## src/logic/flash_cfg_pkg.sv

```systemverilog
// constants, field layouts and carrier types of the flash config/status bank
package flash_cfg_pkg;

    localparam logic [7:0] OFS_IO = 8'h00;
    localparam logic [7:0] OFS_WAIT = 8'h01;
    localparam logic [7:0] OFS_DRV = 8'h03;
    localparam logic [7:0] OFS_ADDRW = 8'h05;
    localparam logic [7:0] OFS_XIP = 8'h06;
    localparam logic [7:0] OFS_WRAP = 8'h07;
    localparam logic [7:0] OFS_CTRL = 8'h0b;
    localparam logic [7:0] OFS_FLAGS = 8'h0c;
    localparam logic [7:0] OFS_FCA0 = 8'h0d;
    localparam logic [7:0] OFS_FCA1 = 8'h0e;
    localparam logic [7:0] OFS_FCA2 = 8'h0f;
    localparam logic [7:0] OFS_FCA3 = 8'h10;
    localparam logic [7:0] OFS_BANK = 8'h11;

    localparam logic [7:0] BYTE_ERASED = 8'hff;
    localparam logic [7:0] WAIT_RESET = 8'h1f;
    localparam logic [7:0] BANK_IDLE = 8'h00;
    localparam logic [3:0] FCA_LOW_NIBBLE = 4'h0;

    localparam logic [7:0] WRAP_CONT = 8'hff;
    localparam logic [7:0] WRAP_16 = 8'hfc;
    localparam logic [7:0] XIP_OFF = 8'hff;
    localparam logic [7:0] XIP_OCTAL_IO = 8'hfe;
    localparam logic [7:0] XIP_OCTAL_OUT = 8'hfd;
    localparam logic [7:0] XIP_FAST = 8'hf8;
    localparam logic [7:0] ADDR_3 = 8'hff;
    localparam logic [7:0] ADDR_4 = 8'hfe;
    localparam logic [7:0] DRV_50 = 8'hff;
    localparam logic [7:0] DRV_18 = 8'hfc;
    localparam logic [7:0] WAIT_ZERO = 8'h00;
    localparam logic [7:0] WAIT_MAX = 8'h1e;
    localparam logic [7:0] WAIT_DEFAULT = 8'h1f;
    localparam logic [7:0] IO_EXT = 8'hff;
    localparam logic [7:0] IO_EXT_NOSTROBE = 8'hdf;
    localparam logic [7:0] IO_ODDR = 8'he7;
    localparam logic [7:0] IO_ODDR_NOSTROBE = 8'hc7;

    localparam int CTRL_ECC_TYPE_BIT = 2;
    localparam logic [3:0] COUNT_MAX = 4'hf;
    localparam logic [1:0] SETTLE_CYCLES = 2'h3;

    typedef enum logic [2:0] {
        ST_SETTLE = 3'b001,
        ST_LOAD = 3'b010,
        ST_RUN = 3'b100
    } state_e;

    typedef struct packed {
        logic [7:0] ctrl;
        logic [7:0] wrap;
        logic [7:0] xip;
        logic [7:0] addrw;
        logic [7:0] drv;
        logic [7:0] wait_sel;
        logic [7:0] io;
    } cfg_set_s;

    localparam cfg_set_s CFG_RESET = '{ctrl: BYTE_ERASED, wrap: WRAP_CONT,
        xip: XIP_OFF, addrw: ADDR_3, drv: DRV_50, wait_sel: WAIT_RESET,
        io: IO_EXT};

    typedef struct packed {
        logic valid;
        logic write;
        logic nonvolatile;
        logic [7:0] addr;
        logic [7:0] wdata;
    } cmd_s;

    typedef struct packed {
        logic corr;
        logic dbl;
        logic parity;
        logic crc;
        logic incr;
        logic [27:0] chunk;
    } ecc_evt_s;

    typedef struct packed {
        logic incr;
        logic [3:0] count;
        logic dbl;
        logic par;
        logic crc;
        logic [27:0] fca;
    } ecc_stat_s;

endpackage : flash_cfg_pkg

```

## src/logic/sync2.sv

```systemverilog
// two flip-flop synchroniser for pins from outside the mclk domain
`timescale 1ns/10ps
`default_nettype none
module sync2 #(
    parameter int WIDTH = 1
) (
    input wire logic mclk,
    input wire logic rst_b,
    input wire logic [WIDTH-1:0] d,
    output logic [WIDTH-1:0] q
);
    typedef struct packed {
        logic [WIDTH-1:0] s1;
        logic [WIDTH-1:0] s2;
    } sync_s;

    sync_s r;
    sync_s next_r;

    if (WIDTH < 1) begin : g_bad_width
        $error("sync2 needs a width of at least one");
    end

    // the first stage feeds only the second stage
    always_comb begin
        next_r.s1 = d;
        next_r.s2 = r.s1;
    end

    always_ff @(posedge mclk or negedge rst_b) begin
        if (!rst_b) begin
            r <= '0;
        end else begin
            r <= next_r;
        end
    end

    assign q = r.s2;
endmodule : sync2
`default_nettype wire

```

## src/logic/ecc_status_capture.sv

```systemverilog
// sticky ecc flags, correction counter and failing chunk address
`timescale 1ns/10ps
`default_nettype none
module ecc_status_capture (
    input wire logic mclk,
    input wire logic rst_b,
    input wire flash_cfg_pkg::ecc_evt_s evt,
    input wire logic type_sel,
    output var flash_cfg_pkg::ecc_stat_s stat
);
    flash_cfg_pkg::ecc_stat_s r;
    flash_cfg_pkg::ecc_stat_s next_r;

    // flags have no host clear; only reset drops them
    always_comb begin
        next_r = r;
        if (evt.incr) begin
            next_r.incr = 1'b1;
        end
        if (evt.corr && (r.count != flash_cfg_pkg::COUNT_MAX)) begin
            next_r.count = r.count + 4'h1;
        end
        if (evt.dbl) begin
            next_r.dbl = 1'b1;
        end
        if (evt.parity) begin
            next_r.par = 1'b1;
        end
        if (evt.crc) begin
            next_r.crc = 1'b1;
        end
        // one means double-bit detection is captured
        if (type_sel ? evt.dbl : evt.corr) begin
            next_r.fca = evt.chunk;
        end
    end

    always_ff @(posedge mclk or negedge rst_b) begin
        if (!rst_b) begin
            r <= '0;
        end else begin
            r <= next_r;
        end
    end

    assign stat = r;
endmodule : ecc_status_capture
`default_nettype wire

```

## src/logic/flash_config_status_regs.sv

```systemverilog
// volatile and nonvolatile config bytes plus ecc/bank status read-back
`timescale 1ns/10ps
`default_nettype none
module flash_config_status_regs #(
    parameter int ADDR_WIDTH = 32
) (
    input wire logic mclk,
    input wire logic rst_b,
    input wire logic link_clk,
    input wire logic cmd_valid,
    input wire logic cmd_write,
    input wire logic cmd_nonvolatile,
    input wire logic [ADDR_WIDTH-1:0] cmd_addr,
    input wire logic [7:0] cmd_wdata,
    input wire logic octal_ddr_boot_option,
    input wire flash_cfg_pkg::ecc_evt_s ecc_evt,
    input wire logic bank_busy,
    input wire logic [1:0] bank_id,
    output logic [7:0] rd_data,
    output logic rd_valid,
    output logic reserved_write_flag,
    output logic wel_clear,
    output var flash_cfg_pkg::cfg_set_s active_cfg,
    output logic [4:0] fast_read_wait,
    output logic addr_four_byte,
    output logic octal_ddr,
    output logic strobe_enable,
    output logic ecc_error_type_select,
    output logic cfg_ready
);
    typedef struct packed {
        flash_cfg_pkg::state_e state;
        logic [1:0] settle;
        logic boot;
        logic lclk_prev;
        flash_cfg_pkg::cfg_set_s vol;
        flash_cfg_pkg::cfg_set_s nv;
        flash_cfg_pkg::cfg_set_s act;
        logic [7:0] bank;
        logic [7:0] rd_data;
        logic rd_valid;
        logic rsv;
        logic wel_clr;
        logic [4:0] wait_cyc;
        logic four;
        logic ddr;
        logic strobe;
        logic ecc_type;
        logic ready;
    } top_s;

    top_s r;
    top_s next_r;
    logic lclk_s;
    logic boot_s;
    flash_cfg_pkg::cmd_s cmd_s;
    flash_cfg_pkg::cmd_s cmd_raw;
    flash_cfg_pkg::ecc_stat_s stat;
    logic lclk_rise;
    // link clock, strap and command share one synchroniser
    localparam int SYNC_WIDTH = $bits(flash_cfg_pkg::cmd_s) + 2;

    // the register select needs at least the low address byte
    if (ADDR_WIDTH < 8) begin : g_bad_addr_width
        $error("command address must be at least one byte wide");
    end

    // upper address bytes are not decoded at all
    always_comb begin
        cmd_raw.valid = cmd_valid;
        cmd_raw.write = cmd_write;
        cmd_raw.nonvolatile = cmd_nonvolatile;
        cmd_raw.addr = cmd_addr[7:0];
        cmd_raw.wdata = cmd_wdata;
    end

    // command fields ride the same two-stage path as the link clock,
    // so they line up with its sampled edge if held around it
    sync2 #(
        .WIDTH(SYNC_WIDTH)
    ) u_sync (
        .mclk(mclk),
        .rst_b(rst_b),
        .d({link_clk, octal_ddr_boot_option, cmd_raw}),
        .q({lclk_s, boot_s, cmd_s})
    );

    // status capture runs in every state; only reset clears it
    ecc_status_capture u_ecc (
        .mclk(mclk),
        .rst_b(rst_b),
        .evt(ecc_evt),
        .type_sel(r.ecc_type),
        .stat(stat)
    );

    // one tick per link rise; the link period must span two ticks
    assign lclk_rise = lclk_s && !r.lclk_prev;

    // 0bh carries the ecc control bits and takes any value
    function automatic logic is_cfg_addr(input logic [7:0] a);
        is_cfg_addr = (a == flash_cfg_pkg::OFS_IO)
            || (a == flash_cfg_pkg::OFS_WAIT)
            || (a == flash_cfg_pkg::OFS_DRV)
            || (a == flash_cfg_pkg::OFS_ADDRW)
            || (a == flash_cfg_pkg::OFS_XIP)
            || (a == flash_cfg_pkg::OFS_WRAP)
            || (a == flash_cfg_pkg::OFS_CTRL);
    endfunction : is_cfg_addr

    // volatile writes to these bytes are dropped without a flag
    function automatic logic is_status_addr(input logic [7:0] a);
        is_status_addr = (a >= flash_cfg_pkg::OFS_FLAGS)
            && (a <= flash_cfg_pkg::OFS_BANK);
    endfunction : is_status_addr

    function automatic logic [7:0] get_byte(
        input flash_cfg_pkg::cfg_set_s s,
        input logic [7:0] a
    );
        if (a == flash_cfg_pkg::OFS_IO) begin
            get_byte = s.io;
        end else if (a == flash_cfg_pkg::OFS_WAIT) begin
            get_byte = s.wait_sel;
        end else if (a == flash_cfg_pkg::OFS_DRV) begin
            get_byte = s.drv;
        end else if (a == flash_cfg_pkg::OFS_ADDRW) begin
            get_byte = s.addrw;
        end else if (a == flash_cfg_pkg::OFS_XIP) begin
            get_byte = s.xip;
        end else if (a == flash_cfg_pkg::OFS_WRAP) begin
            get_byte = s.wrap;
        end else if (a == flash_cfg_pkg::OFS_CTRL) begin
            get_byte = s.ctrl;
        end else begin
            get_byte = flash_cfg_pkg::BYTE_ERASED;
        end
    endfunction : get_byte

    function automatic flash_cfg_pkg::cfg_set_s put_byte(
        input flash_cfg_pkg::cfg_set_s s,
        input logic [7:0] a,
        input logic [7:0] d
    );
        put_byte = s;
        if (a == flash_cfg_pkg::OFS_IO) begin
            put_byte.io = d;
        end else if (a == flash_cfg_pkg::OFS_WAIT) begin
            put_byte.wait_sel = d;
        end else if (a == flash_cfg_pkg::OFS_DRV) begin
            put_byte.drv = d;
        end else if (a == flash_cfg_pkg::OFS_ADDRW) begin
            put_byte.addrw = d;
        end else if (a == flash_cfg_pkg::OFS_XIP) begin
            put_byte.xip = d;
        end else if (a == flash_cfg_pkg::OFS_WRAP) begin
            put_byte.wrap = d;
        end else if (a == flash_cfg_pkg::OFS_CTRL) begin
            put_byte.ctrl = d;
        end
    endfunction : put_byte

    // accepted settings per byte; anything else is a reserved setting
    function automatic logic is_legal(
        input logic [7:0] a,
        input logic [7:0] d,
        input logic nv,
        input logic boot
    );
        if (a == flash_cfg_pkg::OFS_IO) begin
            if (nv && boot) begin
                // such parts only boot octal ddr with strobe
                is_legal = (d == flash_cfg_pkg::IO_EXT)
                    || (d == flash_cfg_pkg::IO_ODDR);
            end else begin
                is_legal = (d == flash_cfg_pkg::IO_EXT)
                    || (d == flash_cfg_pkg::IO_EXT_NOSTROBE)
                    || (d == flash_cfg_pkg::IO_ODDR)
                    || (d == flash_cfg_pkg::IO_ODDR_NOSTROBE);
            end
        end else if (a == flash_cfg_pkg::OFS_WAIT) begin
            is_legal = (d <= flash_cfg_pkg::WAIT_DEFAULT);
        end else if (a == flash_cfg_pkg::OFS_DRV) begin
            is_legal = (d >= flash_cfg_pkg::DRV_18);
        end else if (a == flash_cfg_pkg::OFS_ADDRW) begin
            is_legal = (d == flash_cfg_pkg::ADDR_3)
                || (d == flash_cfg_pkg::ADDR_4);
        end else if (a == flash_cfg_pkg::OFS_XIP) begin
            // the volatile copy knows only on and off
            is_legal = (d == flash_cfg_pkg::XIP_OFF)
                || (d == flash_cfg_pkg::XIP_OCTAL_IO)
                || (nv && (d == flash_cfg_pkg::XIP_OCTAL_OUT))
                || (nv && (d == flash_cfg_pkg::XIP_FAST));
        end else if (a == flash_cfg_pkg::OFS_WRAP) begin
            is_legal = (d >= flash_cfg_pkg::WRAP_16);
        end else if (a == flash_cfg_pkg::OFS_CTRL) begin
            is_legal = 1'b1;
        end else begin
            is_legal = 1'b0;
        end
    endfunction : is_legal

    // the chunk is kept from address bit 4 up; 0dh pads with zeros
    function automatic logic [7:0] status_byte(
        input flash_cfg_pkg::ecc_stat_s s,
        input logic [7:0] bank,
        input logic [7:0] a
    );
        if (a == flash_cfg_pkg::OFS_FLAGS) begin
            status_byte = {s.incr, s.count, s.dbl, s.par, s.crc};
        end else if (a == flash_cfg_pkg::OFS_FCA0) begin
            status_byte = {s.fca[3:0], flash_cfg_pkg::FCA_LOW_NIBBLE};
        end else if (a == flash_cfg_pkg::OFS_FCA1) begin
            status_byte = s.fca[11:4];
        end else if (a == flash_cfg_pkg::OFS_FCA2) begin
            status_byte = s.fca[19:12];
        end else if (a == flash_cfg_pkg::OFS_FCA3) begin
            status_byte = s.fca[27:20];
        end else if (a == flash_cfg_pkg::OFS_BANK) begin
            status_byte = bank;
        end else begin
            status_byte = flash_cfg_pkg::BYTE_ERASED;
        end
    endfunction : status_byte

    always_comb begin
        next_r = r;
        // pulses last one cycle unless set again below
        next_r.rd_valid = 1'b0;
        next_r.rsv = 1'b0;
        next_r.wel_clr = 1'b0;
        next_r.lclk_prev = lclk_s;
        // a busy bank reads as 1xx, idle as 000
        next_r.bank = bank_busy ? {5'h00, 1'b1, bank_id}
                                : flash_cfg_pkg::BANK_IDLE;
        // commands are ignored until the working copy is loaded
        case (r.state)
            flash_cfg_pkg::ST_SETTLE: begin
                // let the strap clear the synchroniser first
                if (r.settle == flash_cfg_pkg::SETTLE_CYCLES) begin
                    next_r.state = flash_cfg_pkg::ST_LOAD;
                end else begin
                    next_r.settle = r.settle + 2'h1;
                end
            end
            flash_cfg_pkg::ST_LOAD: begin
                // strap is caught once and held until the next reset
                next_r.boot = boot_s;
                next_r.act = r.nv;
                if (boot_s) begin
                    next_r.act.io = flash_cfg_pkg::IO_ODDR;
                end
                next_r.state = flash_cfg_pkg::ST_RUN;
            end
            flash_cfg_pkg::ST_RUN: begin
                if (lclk_rise && cmd_s.valid) begin
                    if (!cmd_s.write) begin
                        next_r.rd_valid = 1'b1;
                        if (is_cfg_addr(cmd_s.addr)) begin
                            next_r.rd_data = get_byte(
                                cmd_s.nonvolatile ? r.nv : r.vol,
                                cmd_s.addr);
                        end else if (!cmd_s.nonvolatile) begin
                            next_r.rd_data = status_byte(stat, r.bank,
                                cmd_s.addr);
                        end else begin
                            // the nonvolatile set has no status bytes
                            next_r.rd_data = flash_cfg_pkg::BYTE_ERASED;
                        end
                    end else if (is_legal(cmd_s.addr, cmd_s.wdata,
                                          cmd_s.nonvolatile, r.boot)) begin
                        if (cmd_s.nonvolatile) begin
                            // never reaches the working copy; reset reloads the defaults
                            next_r.nv = put_byte(r.nv, cmd_s.addr,
                                cmd_s.wdata);
                        end else begin
                            next_r.vol = put_byte(r.vol, cmd_s.addr,
                                cmd_s.wdata);
                            next_r.act = put_byte(r.act, cmd_s.addr,
                                cmd_s.wdata);
                        end
                    end else if (cmd_s.nonvolatile
                                 || !is_status_addr(cmd_s.addr)) begin
                        next_r.rsv = 1'b1;
                        next_r.wel_clr = 1'b1;
                    end
                    // volatile status writes fall through untouched
                end
            end
            default: begin
                next_r.state = flash_cfg_pkg::ST_SETTLE;
            end
        endcase
        // levels decode the next working copy, so they never lag it
        // 00h behaves as the command default 1fh
        if (next_r.act.wait_sel == flash_cfg_pkg::WAIT_ZERO) begin
            next_r.wait_cyc = flash_cfg_pkg::WAIT_DEFAULT[4:0];
        end else begin
            next_r.wait_cyc = next_r.act.wait_sel[4:0];
        end
        next_r.four = (next_r.act.addrw == flash_cfg_pkg::ADDR_4);
        next_r.ddr = (next_r.act.io == flash_cfg_pkg::IO_ODDR)
            || (next_r.act.io == flash_cfg_pkg::IO_ODDR_NOSTROBE);
        next_r.strobe = (next_r.act.io == flash_cfg_pkg::IO_EXT)
            || (next_r.act.io == flash_cfg_pkg::IO_ODDR);
        next_r.ecc_type =
            next_r.act.ctrl[flash_cfg_pkg::CTRL_ECC_TYPE_BIT];
        next_r.ready = (next_r.state == flash_cfg_pkg::ST_RUN);
    end

    // reset loads constants only; load fills the working copy
    always_ff @(posedge mclk or negedge rst_b) begin
        if (!rst_b) begin
            r <= '0;
            r.state <= flash_cfg_pkg::ST_SETTLE;
            r.vol <= flash_cfg_pkg::CFG_RESET;
            r.nv <= flash_cfg_pkg::CFG_RESET;
            r.act <= flash_cfg_pkg::CFG_RESET;
            r.wait_cyc <= flash_cfg_pkg::WAIT_DEFAULT[4:0];
            r.strobe <= 1'b1;
            r.ecc_type <= 1'b1;
        end else begin
            r <= next_r;
        end
    end

    // every output is a register bit with no logic behind it
    assign rd_data = r.rd_data;
    assign rd_valid = r.rd_valid;
    assign reserved_write_flag = r.rsv;
    assign wel_clear = r.wel_clr;
    assign active_cfg = r.act;
    assign fast_read_wait = r.wait_cyc;
    assign addr_four_byte = r.four;
    assign octal_ddr = r.ddr;
    assign strobe_enable = r.strobe;
    assign ecc_error_type_select = r.ecc_type;
    assign cfg_ready = r.ready;
endmodule : flash_config_status_regs
`default_nettype wire

```

## config.mk

```make
export PLATFORM = sky130hd
export DESIGN_NAME = flash_config_status_regs
export DESIGN_NICKNAME = d
export VERILOG_FILES = /design/src/logic/flash_cfg_pkg.sv /design/src/logic/sync2.sv /design/src/logic/ecc_status_capture.sv /design/src/logic/flash_config_status_regs.sv
export SDC_FILE = /design/constraint.sdc
export NUM_CORES = 1
export LEC_CHECK = 0
export ABC_AREA = 1
export BUFFER_PORTS_ARGS = -buffer_cell sky130_fd_sc_hd__buf_2
export CORE_ASPECT_RATIO = 0.9
export CORE_MARGIN = 3
export CORE_UTILIZATION = 53
export DETAILED_ROUTE_END_ITERATION = 8
export PLACE_DENSITY_LB_ADDON = 0.12
export SETUP_SLACK_MARGIN = 0.2
export SYNTH_ARGS = -nofsm -noshare
export SYNTH_HDL_FRONTEND = slang
export SYNTH_SLANG_ARGS = --single-unit
```

## constraint.sdc

```tcl
create_clock -name mclk -period 2.28 [get_ports mclk]
set_clock_uncertainty 0.1 [all_clocks]
set_input_delay 0.456 -clock mclk [delete_from_list [all_inputs] [get_ports mclk]]
set_output_delay 0.456 -clock mclk [all_outputs]
set_load 0.02 [all_outputs]
```

Word-level counts from Yosys, hierarchy flattened
Cells that the tools add are included.
{ "op_classes": {"reduce_logical": 48, "muxes": 57, "addsub": 2, "order_cmp": 4, "n_eq_ne": 43, "bitwise": 9} }
{ "op_table": {"columns": ["op", "n"], "rows": [
  ["two-way mux 56 bit", 5],
  ["two-way mux 8 bit", 24],
  ["one-hot mux 56 bit (2 select lines)", 1],
  ["== test 8 bit, second input constant", 11],
  ["two-way mux 48 bit", 1],
  ["== test 8 x 4 -> 1 bit, second input constant", 5],
  ["two-way mux 40 bit", 1],
  ["AND reduction 12 bit", 3],
  ["AND reduction 11 bit", 3],
  ["two-way mux 32 bit", 1],
  ["AND reduction 10 bit", 3],
  ["!= test 2 bit, second input constant", 13],
  ["== test 8 x 3 -> 1 bit, second input constant", 3],
  ["two-way mux 24 bit", 1],
  ["AND reduction 8 bit", 3],
  ["AND reduction 9 bit", 2],
  ["== test 8 x 5 -> 1 bit, second input constant", 2],
  ["<= comparator 8 x 5 -> 1 bit, second input constant", 2],
  ["zero test 8 bit", 2],
  ["logical OR 1 bit", 16],
  ["two-way mux 16 bit", 1],
  ["AND reduction 7 bit", 2],
  ["two-way mux 1 bit", 13],
  ["two-way mux 3 bit", 4],
  ["other kinds (22)", 41]
]} }
{ "totals": {"elab_cells": 207, "input_bits": 83, "reg_bits": 276} }

Longest topological paths before layout
{ "depth": {"depth_word": 18, "ltp_mapped": 17, "mapped_depth_nobuf": 17} }

By module
A second synthesis with hierarchy kept.
{ "hier_totals": {"cells_unflattened": 1512, "hier_area_um2": 13103.8} }
{ "by_module_without_submodules": {"columns": ["mod", "instances", "area_each_um2", "cells_per_inst"], "rows": [
  ["flash_config_status_regs", 1, 10525.1, 1317],
  ["ecc_status_capture", 1, 1527.7, 153],
  ["sync2", 1, 1051.0, 42]
]} }

Worst setup path before layout
OpenSTA, ideal clock, no wires.
{ "synth_timing": {"kind": "reg-to-reg", "startpoint": "register u_sync.r (netlist bit u_sync.q[12])", "endpoint": "register r (netlist bit active_cfg[39])", "stages_incl_launch_ff": 17, "arrival_ns": 2.076, "synth_period_minus_slack_ns": 2.248, "setup_time_ns": 0.072, "path_slack_ns": 0.032, "cell_sequence": "dfrtp_1 inv_1 nand2_1 nor2_2 nand3_2 clkinv_1 a21oi_1 nand3_1 nand2_2 nand3_4 nand2_2 inv_2 o21ai_4 a21oi_2 buf_4 o21ai_1 o21ai_1"} }
{ "synth_between": {"elab_chain_cells": 13} }
{ "synth_lines": {"columns": ["item", "line", "source"], "rows": [
  ["from (decl)", "sync2.sv:17", "sync_s r;"],
  ["from (signal assigned)", "sync2.sv:34", "r <= next_r;"],
  ["== test 8 x 4 -> 1 bit", "flash_config_status_regs.sv:196", "end else if (a == flash_cfg_pkg::OFS_CTRL) begin"],
  ["two-way mux 1 bit", "flash_config_status_regs.sv:196", null],
  ["two-way mux 1 bit", "flash_config_status_regs.sv:194", "end else if (a == flash_cfg_pkg::OFS_WRAP) begin"],
  ["two-way mux 1 bit", "flash_config_status_regs.sv:188", "end else if (a == flash_cfg_pkg::OFS_XIP) begin"],
  ["two-way mux 1 bit", "flash_config_status_regs.sv:185", "end else if (a == flash_cfg_pkg::OFS_ADDRW) begin"],
  ["two-way mux 1 bit", "flash_config_status_regs.sv:183", "end else if (a == flash_cfg_pkg::OFS_DRV) begin"],
  ["two-way mux 1 bit", "flash_config_status_regs.sv:181", "end else if (a == flash_cfg_pkg::OFS_WAIT) begin"],
  ["two-way mux 1 bit", "flash_config_status_regs.sv:170", "if (a == flash_cfg_pkg::OFS_IO) begin"],
  ["two-way mux 1 bit", "flash_config_status_regs.sv:257", "if (!cmd_s.write) begin"],
  ["two-way mux 1 bit", "flash_config_status_regs.sv:256", "if (lclk_rise && cmd_s.valid) begin"],
  ["two-way mux 1 bit", "flash_config_status_regs.sv:237", "case (r.state)"],
  ["!= test 2 bit (no line)", null, null],
  ["AND reduction 10 bit (no line) *", null, null],
  ["to (signal assigned)", "flash_config_status_regs.sv:323", "r <= next_r;"],
  ["to (decl)", "flash_config_status_regs.sv:52", "top_s r;"]
]} }
Every way passes the cells marked *; elsewhere a longest branch is shown, timed or not. The select of a mux whose other input is x is not followed.
A chain may end at the register's enable or synchronous reset.

==> reports/qor.txt <==
outcome: finished with violations
violated checks: DRC, setup timing
Reg clk slew, reported paths: 60 ps
post-DP HPWL: 24100 µm
sequential standard cell area: 7100 µm²
Worst Path Required: 2640 ps
critical path arrival: 2850 ps
largest net degree at the start of global routing: 63
Hold WS: 14.9 ps
pre-CTS setup slack: -189 ps
Synth area leaders: dfstp_2 (34%), dfrtp_1 (21%), nand2_1 (9.2%)
Max clock buf depth: 3
clock buffer count from CTS: 28
area share of the largest cell type after synthesis: 0.341
post-synthesis cell count: 1460
RSZ-0062 raised after global routing: yes
Clock Sinks: 275
final setup violation count: 88
Slew Viols, Final: 0
Max-Cap Viols: 0
FF-to-FF path depth: 20
Seq/Total Area, Yosys: 0.555
Die Width: 170 µm
Synth warnings: 0
via/cell ratio: 5.28
fin cells: 2067
area of the multi-input gates: 5190 µm²
DRC Markers: 2
Power Density: 626 nW/µm²
met1 GRT Util: 0.383
worst vdd ir: 0.000719 V
Hold Path End: u_ecc.stat[28]
Final Wtd Congestion: 0.915
Peak Freq: 402 MHz
Worst setup SP type: flop
Mapped Nets: 1545
DP Area: 14600 µm²
number of global-route vias before repair: 10842
CTS tree: yes
number of flops mapped to enable cells by yosys: 0
most frequent cells in the layout: nand2_1 (225), inv_1 (204), dfstp_2 (166)
post-route cell area: 17400 µm²
Final period util: 1.09
Routed WL: 35900 µm
Fillers: 1727
Worst-Skew Late Latency: 550 ps
Port Buffer Count: 135
drt pass-1 iters: 7
layout cells sized above 1: 0.480
Detail Route Antenna Nets: 0
main flop type after synthesis: dfstp_2
Synth async-reset ratio: 1.00
commonest non-fill, non-tap cell in the layout: nand2_1
worst-margin pin slew: 1310 ps
GR peak layer: met2
post-synthesis register bit count: 275
post-synth cell types: 49
GRT met3 Usage: 0.0362
minimum clock period: 2480 ps
Core Box Area: 23500 µm²
CTS root buf: clkbuf_16
Post-layout nets: 1828
final hold viol count: 0
Die ar.: 26000 µm²
number of top-level pins: 160
top cell type by total area after synthesis: dfstp_2
Placed Cells: 1940
vias: 10907
post-route setup TNS: -8510 ps
GRT Residual Overflow: 0
crit path kind: flop to flop
FP Rows: 53
DR WL/cell: 17.4 µm
HP Class: primary input to flop
Diodes inserted: 0
Hold Path Cell Cnt: 2
CP endpoint kind: flop
H-tree depth: 1
CP startpoint: u_sync.q[13]
antenna violations before repair: 0
met2 Use GR: 0.440
Leak: 8.02 nW
r2r endpoint: addr_four_byte
GRT Total Usage: 0.272
die height: 153 µm
flop2flop setup slack: -200 ps
Netlist Area Pre-Place: 12800 µm²
Initial Util: 0.543
first-pass GRT wire length: 56800 µm
fin worst setup slack: -205 ps
RR Startpoint: u_sync.q[13]
fin util: 0.740
Tot Pwr: 10.9 mW
worst relative slew slack: 0.107
crit path max fanout: 8
Syn-to-layout area delta: 36.4%
Avg Inst Size Synth: 8.75 µm²
HP Start: ecc_evt[29]
Initial DRC Count: 787
flip-flops by register name, summed over array words and instances (netlist names):
signal,cells
r,122
active_cfg,56
u_ecc.stat,36
u_sync.next_r,21
u_sync.q,21
rd_data,8
fast_read_wait,5
addr_four_byte,1
cfg_ready,1
octal_ddr,1
rd_valid,1
reserved_write_flag,1
strobe_enable,1
metal layers:
metal	wire, µm	part of all wire
met5	0	0
met4	1340	0.037
met3	2080	0.058
met2	17400	0.48
met1	15100	0.42
cell usage after synthesis (all sizes together), types with 2 or more instances:
cell	number
a21oi	52
a221oi	5
a22o	3
buf	83
clkbuf	30
clkinv	4
dfrtp	109
dfstp	166
ha	2
inv	225
mux2	16
nand2	319
nand3	51
nand4	24
nor2	105
nor3	16
o2111ai	2
o211ai	16
o21ai	192
o221ai	2
o22ai	8
o31ai	2
or2	15
xnor2	2
xor2	2
layout make-up:
class                   instances  share of cell area
flip-flops and latches        275               0.407
multi-input cells             844               0.298
repair buffers                365               0.164
inverters                     229              0.0514
clock buffers                  40              0.0469
well taps                     302              0.0217
clock inverters                12              0.0111
where the power goes:
group | internal (mW) | switching, mW | leakage (nW)
sequential | 5.06 | 0.121 | 3.00
clock | 3.06 | 1.90 | 0.496
combinational | 0.313 | 0.451 | 4.52
how the worst max path moves through the flow:
stage,to,depth (start not counted),slack (ps)
after floorplan,active_cfg[38],15,130
after global placement,active_cfg[43],16,-110
after detailed placement,active_cfg[53],16,-190
after CTS,fast_read_wait[2],17,-130
after global routing,addr_four_byte,19,-340
final,addr_four_byte,20,-200
repair_timing:
item                                    in CTS  in global routing
endpoints found under the hold margin       37                  0
endpoints found under the setup margin     163                184
resized for setup                          190                192
setup buffers                               30                 14
hold buffers                                26                  0
pin swaps                                   49                 56
gates cloned                                 3                  2
cells by family after synthesis:
family / share of synthesized area
muxes: 0.0141
adders and majority gates: 0.00196
DFF: 0.555
AOI/OAI and AO/OA: 0.125
buffers and inverters: 0.122
and+or+nand+nor: 0.179
xor gates and xnor gates: 0.00274
critical path, cell delays in order, from the launching register on:
cell and delay, ps:
dfrtp_1 390, inv_2 70, nand2_2 60, nor2_4 290, nand2_4 130, inv_4 70
nand3_2 60, nand3_2 100, nand2_4 70, nand3_4 90, buf_6 140, buf_6 100
nand3_4 140, buf_4 180, nand2_2 40, nand2_1 40, nand3_1 80, nand2_1 60
inv_1 50, nand2_1 40, nor2_1 90
Power figures use the tool's default switching activity.
